===== config.mk =====
export PLATFORM = sky130hd
export DESIGN_NAME = phy_strap_reset_led_control
export DESIGN_NICKNAME = d
export VERILOG_FILES = /design/src/phy_misc_pkg.sv /design/src/phy_strap_reset_led_control.sv
export SDC_FILE = /design/constraint.sdc
export NUM_CORES = 1
export LEC_CHECK = 0
export CORE_UTILIZATION = 60
export DETAILED_ROUTE_END_ITERATION = 10
export DONT_BUFFER_PORTS = 1
export PLACE_DENSITY = 0.76
export SYNTH_ARGS = -nofsm -noshare
export SYNTH_HDL_FRONTEND = slang
export SYNTH_SLANG_ARGS = --single-unit

===== constraint.sdc =====
create_clock -name clk_i -period 3 [get_ports clk_i]
set_input_delay 0.15 -clock clk_i [delete_from_list [all_inputs] [get_ports clk_i]]
set_output_delay 0.15 -clock clk_i [all_outputs]
set_load 0.05 [all_outputs]

===== src/phy_misc_pkg.sv =====
package phy_misc_pkg;
  localparam int          CLK_FREQ_HZ     = 20_000_000;
  localparam int          RESET_MIN_NS    = 1000;
  localparam int          RESET_MIN_CYC   = (RESET_MIN_NS * (CLK_FREQ_HZ / 1_000_000) + 999) / 1000;
  localparam int          BLINK_HALF_MS   = 50;
  localparam int          BLINK_HALF_CYC  = BLINK_HALF_MS * (CLK_FREQ_HZ / 1000);
  localparam int          CNT_W           = 24;

  localparam logic [7:0]  REG_CTRL        = 8'h00;
  localparam logic [7:0]  REG_PHY_CTRL    = 8'h04;
  localparam logic [7:0]  REG_ADDR        = 8'h08;
  localparam logic [7:0]  REG_IRQ_STATUS  = 8'h0C;
  localparam logic [7:0]  REG_IRQ_MASK    = 8'h10;
  localparam logic [7:0]  REG_STATUS      = 8'h14;

  localparam int          CTRL_MODE3      = 0;
  localparam int          CTRL_FDX_SEL    = 1;
  localparam int          CTRL_IRQ_EN_A   = 2;
  localparam int          CTRL_IRQ_EN_B   = 3;
  localparam int          CTRL_W          = 4;
  localparam logic [3:0]  CTRL_RESET      = 4'h0;

  localparam int          PC_ADDR_LSB     = 0;
  localparam int          PC_LED_MODE     = 4;
  localparam int          PC_CLK_DIS      = 5;
  localparam int          PC_POL_LSB      = 6;

  localparam int          ADDR_B_LSB      = 8;

  localparam int          EV_LINK_A       = 0;
  localparam int          EV_LINK_B       = 1;
  localparam int          EV_COL_A        = 2;
  localparam int          EV_COL_B        = 3;
  localparam int          EV_W            = 4;
  localparam logic [3:0]  EV_RESET        = 4'h0;

  localparam int          ST_LINK_A       = 0;
  localparam int          ST_LINK_B       = 1;
  localparam int          ST_PD_A         = 2;
  localparam int          ST_PD_B         = 3;
  localparam int          ST_RMII         = 4;
  localparam int          ST_RST_OK       = 5;

  typedef enum logic [1:0] {LED_MODE1, LED_MODE2, LED_MODE3} led_mode_t;
endpackage : phy_misc_pkg


===== src/phy_strap_reset_led_control.sv =====
// Summary of operation
// - mac clock follows reference, 25 or 50 MHz
// - disable strap keeps mac clock off
// - three led modes, strap plus register
// - led polarity from sampled strap level
// - mode 1 link led plain link
// - modes 2/3 link led blinks on activity
// - speed led shows 100 Mb/s always
// - mode 1 third led shows activity
// - mode 2 collision, mode 3 optional duplex
// - reset held high at least 1 us
// - reset restores defaults, resamples straps
// - shared pin default low powerdown input
// - interrupt mode pin open drain low
// - straps sampled in reset, pins resume after
// - address strap bits 4:1 latched in register
// - port a even, port b odd address
module phy_strap_reset_led_control
  import phy_misc_pkg::*;
#(
  parameter int BLINK_CYC = BLINK_HALF_CYC
) (
  input  wire logic        clk_i,
  input  wire logic        rst_i,
  input  wire logic        wb_cyc_i,
  input  wire logic        wb_stb_i,
  input  wire logic        wb_we_i,
  input  wire logic [7:0]  wb_adr_i,
  input  wire logic [3:0]  wb_sel_i,
  input  wire logic [31:0] wb_dat_i,
  output logic      [31:0] wb_dat_o,
  output logic             wb_ack_o,
  output logic             irq_o,
  input  wire logic        reference_clock_input_i,
  input  wire logic        rmii_mode_i,
  output logic             mac_reference_clock_out_o,
  input  wire logic        clk_disable_strap_i,
  input  wire logic        led_mode_strap_i,
  input  wire logic        phy_addr_strap_bit1_i,
  input  wire logic        phy_addr_strap_bit2_i,
  input  wire logic        phy_addr_strap_bit3_i,
  input  wire logic        phy_addr_strap_bit4_i,
  input  wire logic        link_good_a_i,
  input  wire logic        speed_100_a_i,
  input  wire logic        tx_active_a_i,
  input  wire logic        rx_active_a_i,
  input  wire logic        collision_a_i,
  input  wire logic        full_duplex_a_i,
  input  wire logic        link_good_b_i,
  input  wire logic        speed_100_b_i,
  input  wire logic        tx_active_b_i,
  input  wire logic        rx_active_b_i,
  input  wire logic        collision_b_i,
  input  wire logic        full_duplex_b_i,
  input  wire logic        link_indicator_port_a_i,
  output logic             link_indicator_port_a_o,
  output logic             link_indicator_port_a_oe_o,
  input  wire logic        speed_indicator_port_a_i,
  output logic             speed_indicator_port_a_o,
  output logic             speed_indicator_port_a_oe_o,
  input  wire logic        activity_collision_indicator_port_a_i,
  output logic             activity_collision_indicator_port_a_o,
  output logic             activity_collision_indicator_port_a_oe_o,
  input  wire logic        link_indicator_port_b_i,
  output logic             link_indicator_port_b_o,
  output logic             link_indicator_port_b_oe_o,
  input  wire logic        speed_indicator_port_b_i,
  output logic             speed_indicator_port_b_o,
  output logic             speed_indicator_port_b_oe_o,
  input  wire logic        activity_collision_indicator_port_b_i,
  output logic             activity_collision_indicator_port_b_o,
  output logic             activity_collision_indicator_port_b_oe_o,
  input  wire logic        powerdown_irq_pin_port_a_i,
  output logic             powerdown_irq_pin_port_a_o,
  output logic             powerdown_irq_pin_port_a_oe_o,
  input  wire logic        powerdown_irq_pin_port_b_i,
  output logic             powerdown_irq_pin_port_b_o,
  output logic             powerdown_irq_pin_port_b_oe_o,
  output logic             powerdown_a_o,
  output logic             powerdown_b_o
);

  logic [CTRL_W-1:0] ctrl_reg;
  logic [3:0]        addr_strap_reg;
  logic              led_mode_strap_reg;
  logic              clk_dis_strap_reg;
  logic [5:0]        pol_reg;
  logic              ready_reg;
  logic [CNT_W-1:0]  rst_cnt_reg;
  logic              rst_ok_reg;
  logic              rst_prev_reg;
  logic [EV_W-1:0]   status_reg;
  logic [EV_W-1:0]   status_next;
  logic [EV_W-1:0]   mask_reg;
  logic [EV_W-1:0]   ev_set;
  logic [EV_W-1:0]   ev_clr;
  logic              link_a_prev_reg;
  logic              link_b_prev_reg;
  logic              col_a_prev_reg;
  logic              col_b_prev_reg;
  logic [CNT_W-1:0]  blink_cnt_reg;
  logic              blink_tick;
  logic              blink_phase_reg;
  logic              ack_reg;
  logic [31:0]       rdata_reg;
  logic [31:0]       rdata_next;
  logic              bus_req;
  logic              bus_wr;
  led_mode_t         mode;
  logic [2:0]        led_a;
  logic [2:0]        led_b;
  logic [4:0]        addr_a;
  logic [4:0]        addr_b;
  logic              port_irq_a;
  logic              port_irq_b;

  // led function: {act/col, speed, link}
  function automatic logic [2:0] led_drive(input led_mode_t m, input logic link, input logic spd,
                                           input logic act, input logic col, input logic fdx,
                                           input logic fdx_sel, input logic phase);
    logic l;
    logic t;
    l = link;
    t = act;
    case (m)
      LED_MODE1: begin
        l = link;
        t = act;
      end
      LED_MODE2: begin
        l = link & ~(act & phase);
        t = col;
      end
      LED_MODE3: begin
        l = link & ~(act & phase);
        t = fdx_sel ? fdx : col;
      end
      default: begin
        l = link;
        t = act;
      end
    endcase
    return {t, spd, l};
  endfunction : led_drive

  always_ff @(posedge clk_i) begin
    if (rst_i) begin
      addr_strap_reg     <= {phy_addr_strap_bit4_i, phy_addr_strap_bit3_i,
                             phy_addr_strap_bit2_i, phy_addr_strap_bit1_i};
      led_mode_strap_reg <= led_mode_strap_i;
      clk_dis_strap_reg  <= clk_disable_strap_i;
      pol_reg            <= {activity_collision_indicator_port_b_i, speed_indicator_port_b_i,
                             link_indicator_port_b_i, activity_collision_indicator_port_a_i,
                             speed_indicator_port_a_i, link_indicator_port_a_i};
    end
  end

  always_ff @(posedge clk_i) begin
    rst_prev_reg <= rst_i;
    if (rst_i) begin
      if (rst_cnt_reg != CNT_W'(RESET_MIN_CYC)) begin
        rst_cnt_reg <= rst_cnt_reg + CNT_W'(1);
      end
      if (!rst_prev_reg) begin
        rst_cnt_reg <= CNT_W'(1);
      end
    end
    if (rst_prev_reg && !rst_i) begin
      rst_ok_reg <= (rst_cnt_reg >= CNT_W'(RESET_MIN_CYC));
    end
  end

  // pins return to function after reset
  always_ff @(posedge clk_i) begin
    if (rst_i) begin
      ready_reg <= 1'b0;
    end else begin
      ready_reg <= 1'b1;
    end
  end

  assign addr_a = {addr_strap_reg, 1'b0};
  assign addr_b = {addr_strap_reg, 1'b1};

  assign mac_reference_clock_out_o = reference_clock_input_i & ready_reg & ~clk_dis_strap_reg;

  always_comb begin
    if (ctrl_reg[CTRL_MODE3]) begin
      mode = LED_MODE3;
    end else if (led_mode_strap_reg) begin
      mode = LED_MODE2;
    end else begin
      mode = LED_MODE1;
    end
  end

  assign blink_tick = (blink_cnt_reg == CNT_W'(BLINK_CYC - 1));
  always_ff @(posedge clk_i) begin
    if (rst_i) begin
      blink_cnt_reg   <= '0;
      blink_phase_reg <= 1'b0;
    end else if (blink_tick) begin
      blink_cnt_reg   <= '0;
      blink_phase_reg <= ~blink_phase_reg;
    end else begin
      blink_cnt_reg   <= blink_cnt_reg + CNT_W'(1);
    end
  end

  assign led_a = led_drive(mode, link_good_a_i, speed_100_a_i, tx_active_a_i | rx_active_a_i,
                           collision_a_i, full_duplex_a_i, ctrl_reg[CTRL_FDX_SEL], blink_phase_reg);
  assign led_b = led_drive(mode, link_good_b_i, speed_100_b_i, tx_active_b_i | rx_active_b_i,
                           collision_b_i, full_duplex_b_i, ctrl_reg[CTRL_FDX_SEL], blink_phase_reg);

  always_ff @(posedge clk_i) begin
    if (rst_i) begin
      link_indicator_port_a_o               <= 1'b0;
      speed_indicator_port_a_o              <= 1'b0;
      activity_collision_indicator_port_a_o <= 1'b0;
      link_indicator_port_b_o               <= 1'b0;
      speed_indicator_port_b_o              <= 1'b0;
      activity_collision_indicator_port_b_o <= 1'b0;
    end else begin
      link_indicator_port_a_o               <= led_a[0] ^ pol_reg[0];
      speed_indicator_port_a_o              <= led_a[1] ^ pol_reg[1];
      activity_collision_indicator_port_a_o <= led_a[2] ^ pol_reg[2];
      link_indicator_port_b_o               <= led_b[0] ^ pol_reg[3];
      speed_indicator_port_b_o              <= led_b[1] ^ pol_reg[4];
      activity_collision_indicator_port_b_o <= led_b[2] ^ pol_reg[5];
    end
  end

  assign link_indicator_port_a_oe_o               = ready_reg;
  assign speed_indicator_port_a_oe_o              = ready_reg;
  assign activity_collision_indicator_port_a_oe_o = ready_reg;
  assign link_indicator_port_b_oe_o               = ready_reg;
  assign speed_indicator_port_b_oe_o              = ready_reg;
  assign activity_collision_indicator_port_b_oe_o = ready_reg;

  // event edges
  always_ff @(posedge clk_i) begin
    link_a_prev_reg <= link_good_a_i;
    link_b_prev_reg <= link_good_b_i;
    col_a_prev_reg  <= collision_a_i;
    col_b_prev_reg  <= collision_b_i;
  end

  always_comb begin
    ev_set            = '0;
    ev_set[EV_LINK_A] = ready_reg & (link_good_a_i ^ link_a_prev_reg);
    ev_set[EV_LINK_B] = ready_reg & (link_good_b_i ^ link_b_prev_reg);
    ev_set[EV_COL_A]  = ready_reg & collision_a_i & ~col_a_prev_reg;
    ev_set[EV_COL_B]  = ready_reg & collision_b_i & ~col_b_prev_reg;
  end

  // wishbone slave, write at the acked edge
  assign bus_req = wb_cyc_i & wb_stb_i;
  assign bus_wr  = bus_req & wb_we_i & ack_reg;
  assign ev_clr  = (bus_wr && wb_adr_i == REG_IRQ_STATUS && wb_sel_i[0]) ? wb_dat_i[EV_W-1:0] : '0;
  // sticky status, set beats clear
  assign status_next = (status_reg & ~ev_clr) | ev_set;

  always_ff @(posedge clk_i) begin
    if (rst_i) begin
      ctrl_reg   <= CTRL_RESET;
      mask_reg   <= EV_RESET;
      status_reg <= EV_RESET;
    end else begin
      status_reg <= status_next;
      if (bus_wr && wb_adr_i == REG_CTRL && wb_sel_i[0]) begin
        ctrl_reg <= wb_dat_i[CTRL_W-1:0];
      end
      if (bus_wr && wb_adr_i == REG_IRQ_MASK && wb_sel_i[0]) begin
        mask_reg <= wb_dat_i[EV_W-1:0];
      end
    end
  end

  always_comb begin
    rdata_next = 32'h0000_0000;
    case (wb_adr_i)
      REG_CTRL: begin
        rdata_next[CTRL_W-1:0] = ctrl_reg;
      end
      REG_PHY_CTRL: begin
        rdata_next[PC_ADDR_LSB +: 4] = addr_strap_reg;
        rdata_next[PC_LED_MODE]      = led_mode_strap_reg;
        rdata_next[PC_CLK_DIS]       = clk_dis_strap_reg;
        rdata_next[PC_POL_LSB +: 6]  = pol_reg;
      end
      REG_ADDR: begin
        rdata_next[4:0]              = addr_a;
        rdata_next[ADDR_B_LSB +: 5]  = addr_b;
      end
      REG_IRQ_STATUS: begin
        rdata_next[EV_W-1:0] = status_reg;
      end
      REG_IRQ_MASK: begin
        rdata_next[EV_W-1:0] = mask_reg;
      end
      REG_STATUS: begin
        rdata_next[ST_LINK_A] = link_good_a_i;
        rdata_next[ST_LINK_B] = link_good_b_i;
        rdata_next[ST_PD_A]   = powerdown_a_o;
        rdata_next[ST_PD_B]   = powerdown_b_o;
        rdata_next[ST_RMII]   = rmii_mode_i;
        rdata_next[ST_RST_OK] = rst_ok_reg;
      end
      default: begin
        rdata_next = 32'h0000_0000;
      end
    endcase
  end

  always_ff @(posedge clk_i) begin
    if (rst_i) begin
      ack_reg   <= 1'b0;
      rdata_reg <= 32'h0000_0000;
    end else begin
      ack_reg   <= bus_req & ~ack_reg;
      rdata_reg <= rdata_next;
    end
  end

  assign wb_ack_o = ack_reg;
  assign wb_dat_o = rdata_reg;
  assign irq_o    = |(status_reg & mask_reg);

  assign port_irq_a = |(status_reg & mask_reg & 4'h5);
  assign port_irq_b = |(status_reg & mask_reg & 4'hA);

  assign powerdown_irq_pin_port_a_o    = 1'b0;
  assign powerdown_irq_pin_port_b_o    = 1'b0;
  assign powerdown_irq_pin_port_a_oe_o = ready_reg & ctrl_reg[CTRL_IRQ_EN_A] & port_irq_a;
  assign powerdown_irq_pin_port_b_oe_o = ready_reg & ctrl_reg[CTRL_IRQ_EN_B] & port_irq_b;

  assign powerdown_a_o = ready_reg & ~ctrl_reg[CTRL_IRQ_EN_A] & ~powerdown_irq_pin_port_a_i;
  assign powerdown_b_o = ready_reg & ~ctrl_reg[CTRL_IRQ_EN_B] & ~powerdown_irq_pin_port_b_i;
endmodule : phy_strap_reset_led_control


==> run_results.csv <==
group,metric,value,unit
outcome,outcome,"finished clean",
critical_path,endpoint_kind,"flop",
layout,stdcell_count,627,
critical_path,max_stage_delay,0.77,ns
floorplanning,start_util,0.622,
route,final_antenna_net_count,0,
place,pre_cts_ws,0.850,ns
grt,overflow,0,
critical_path,startpoint_type,"input port",
min_path,min_to,"wb_dat_o[3]",
timing,setup_ws,0.648,ns
yosys,ys_warn_count,0,
critical_path,timing.rr.start,"rst_cnt_reg[0]",
critical_path,critPathArrivalTime,2.57,ns
place,port_buffers,0,
cts,clock-root-buffer,"clkbuf_8",
place,gp_congestion,0.859,
cts,post_cts_buffers,0,
cts,cts_made_buffers,9,
route,drt_iter0_drc,221,
timing,fin_crit,2.35,ns
cts,cts_tree,"done",
route,finalWirelength,10200,µm
power,p_clk_frac,0.318,
power,share_comb_of_total_power,0.096,
layout,drive_gt1_frac,0.0686,
power,internal_power,0.00188,W
power,ir_drop,0.207,mV
grt,grt_pass1_vias,3407,
timing,drv_slew,0,
timing,hold_ws,0.0112,ns
cts,path_clk_slew,0.11,ns
grt,grt_pass1_wl,16600,µm
layout,area_delta_synth_final,10.2,%
timing,worst_pin_slew,0.852,ns
route,drtPass1Iterations,5,
yosys,async_flop_share,0,
floorplanning,die-area,8410,µm²
floorplanning,core_area,7770,µm²
min_path,holdPathStages,3,
timing,finalSetupViolations,0,
power,p_leak,1.86,nW
critical_path,cp_num_buf_inv,2,
route,wl_met2,4820,µm
timing,timing.fmax,425,MHz
route,dr.max_layer_used,"met4",
floorplanning,core.rowCount,32,
power,p_seq_frac,0.586,
critical_path,crit_chain,"dlygate4sd3_1 -> nor3_1 -> dlygate4sd3_1 -> nand2_1 -> nor4_1 -> a311oi_1",
floorplanning,die_h,91.7,µm
cts,clk_latency,0.37,ns
yosys,synth_sequential_area_ratio,0.491,
critical_path,cp_slowest_cell,"nor4_1",
yosys,ys_seq_elements,100,
route,vias,3707,
grt,grtUsageTotal,0.249,
floorplanning,io_pins,130,
layout,regArea,2380,µm²
timing,period_share,0.784,
floorplanning,die_w,91.7,µm
critical_path,path_delay_family,"buffers and inverters",
power,net-switching-power,0.000767,W
critical_path,crit_fanout,4,
timing,fin_tns_setup,0,ns
flow_run,max-cap-violations,0,
yosys,syn_inst,497,
timing,rsz0062_at_grt,"false",
grt,grt_start_max_net_pins,34,
yosys,synth.distinct_cells,50,
layout,fillerInstances,590,
critical_path,cp_common_cell,"dlygate4sd3_1",
power,switching_share,0.290,
timing,hold_violations,0,
route,routedWlPerCell,16.3,µm
critical_path,worstReg2RegEnd,"rst_cnt_reg[20]",
place,hpwl,6740,µm
critical_path,timing_worst_setup_path_type,"in -> reg",
route,drc,0,
yosys,synth_flop_cell,"dfxtp_1",
yosys,avgSynthCellArea,9.72,µm²
yosys,synth_edf_count,37,
power,power.density,497,nW/µm²
layout,nets,600,
layout,antennaDiodeCount,0,
min_path,hp-class,"in -> reg",
yosys,synth_area,4830,µm²
layout,multi_input_area,2210,µm²
layout,layout_common_cells,"dfxtp_1, nor2_1, edfxtp_1",
cts,cts_sinks,100,
cts,htreeDepth,3,
route,met3WireLength,578,µm
timing,slew_headroom,0.427,
cts,clockBufferDepth,2,
route,wirelength_met1,4530,µm
min_path,min-delay-start,"wb_adr_i[2]",
critical_path,reg2regPathDepth,5,
grt,antenna_found_initial,0,
route,viasPerCell,5.91,
critical_path,worstPathRequired,3.22,ns
cts,cts.repair.resized,0,
layout,layout_commonest_cell,"dfxtp_1",
critical_path,r2r_slack,0.80,ns
place,place_inst,580,
timing,skew,0.0128,ns
## cells by family (layout without fill, tap and decap cells)
| family | Yosys count | in the layout | share of synthesized area |
|---|---|---|---|
| AND/OR/NAND/NOR | 219 | 219 | 0.247 |
| flip-flops | 100 | 100 | 0.491 |
| AO/OA/AOI/OAI | 63 | 63 | 0.0775 |
| buffers and inverters | 59 | 67 | 0.0707 |
| XOR/XNOR | 33 | 33 | 0.0599 |
| multiplexers | 19 | 19 | 0.0448 |
| adder cells (fa/ha/maj) | 3 | 3 | 0.00777 |
| other | 1 | 21 | 0.000777 |
## layout make-up
| class | count | area share |
|---|---|---|
| Sequential cell | 100 | 0.447 |
| Tap cell | 102 | 0.0240 |
| Multi-Input combinational cell | 358 | 0.415 |
| Inverter | 14 | 0.00988 |
| Clock buffer | 9 | 0.0233 |
| Clock inverter | 7 | 0.0132 |
| Timing Repair Buffer | 37 | 0.0687 |
## worst register-to-register path, stage by stage (launching register included)
cell and delay, ns:
edfxtp_1 0.43, ha_1 0.23, nand2_1 0.17, or3_1 0.53
or4_1 0.54, a21oi_1 0.15
## worst max path at each step
stage	to	depth (start not counted)	start	slack, ns
3_5_place_dp	rst_cnt_reg[20]	5	rst_cnt_reg[0]	0.85
3_3_place_gp	rst_cnt_reg[20]	5	rst_cnt_reg[0]	0.91
6_report	status_reg[1]	6	wb_adr_i[6]	0.65
4_1_cts	status_reg[1]	6	wb_adr_i[6]	0.69
5_1_grt	status_reg[2]	6	wb_adr_i[6]	0.45
2_1_floorplan	wb_dat_o[3]	4	activity_collision_indicator_port_a_oe_o	0.09
## through the flow
step	area, µm²	utilization	total power (W)
6_report	5320	0.685	0.00264
5_1_grt	5320	0.685	0.00274
4_1_cts	5320	0.685	0.00265
3_5_place_dp	4810	0.619	0.00178
3_3_place_gp	4810	0.619	0.00177
2_1_floorplan	4900	-	0.00178
## Yosys cell counts (4+ instances only)
master / n / share of area
dfxtp_1: 63 / 0.26
nor2_1: 54 / 0.042
edfxtp_1: 37 / 0.23
nand2_1: 29 / 0.023
buf_4: 27 / 0.042
xnor2_1: 22 / 0.040
a21oi_1: 21 / 0.022
o21ai_0: 21 / 0.022
nor4_1: 20 / 0.026
nand3_1: 18 / 0.019
mux2i_1: 16 / 0.033
nor3_1: 16 / 0.017
inv_1: 14 / 0.011
nand4_1: 14 / 0.018
clkbuf_1: 12 / 0.0093
or3_1: 11 / 0.014
xor2_1: 11 / 0.020
nor2b_1: 10 / 0.013
and2_1: 8 / 0.010
and4_1: 6 / 0.011
nor3b_1: 6 / 0.0093
nand2b_1: 5 / 0.0065
a31oi_1: 4 / 0.0052
and3_1: 4 / 0.0052
or4_1: 4 / 0.0062
## power groups by stage
stage | Combinational (W) | Sequential [W] | Clock [W]
6_report | 0.000254 | 0.00155 | 0.000842
5_1_grt | 0.000274 | 0.00156 | 0.000914
4_1_cts | 0.000252 | 0.00155 | 0.000854
3_5_place_dp | 0.000204 | 0.00158 | 0
3_3_place_gp | 0.000199 | 0.00157 | 0
2_1_floorplan | 0.000217 | 0.00156 | 0
## routing by layer
layer  up-vias  global-route usage
met4         0               0.115
met3        27              0.0415
met1      1747               0.327
met5         -                   0
met2       142               0.404
li1       1791                   -
## repair_timing
item / CTS / global route
hold endpoints to repair: 55 / 0
hold buffers: 31 / 0
endpoints found under the setup margin: 0 / 0
Note: power is estimated with default switching activity, not from simulation.
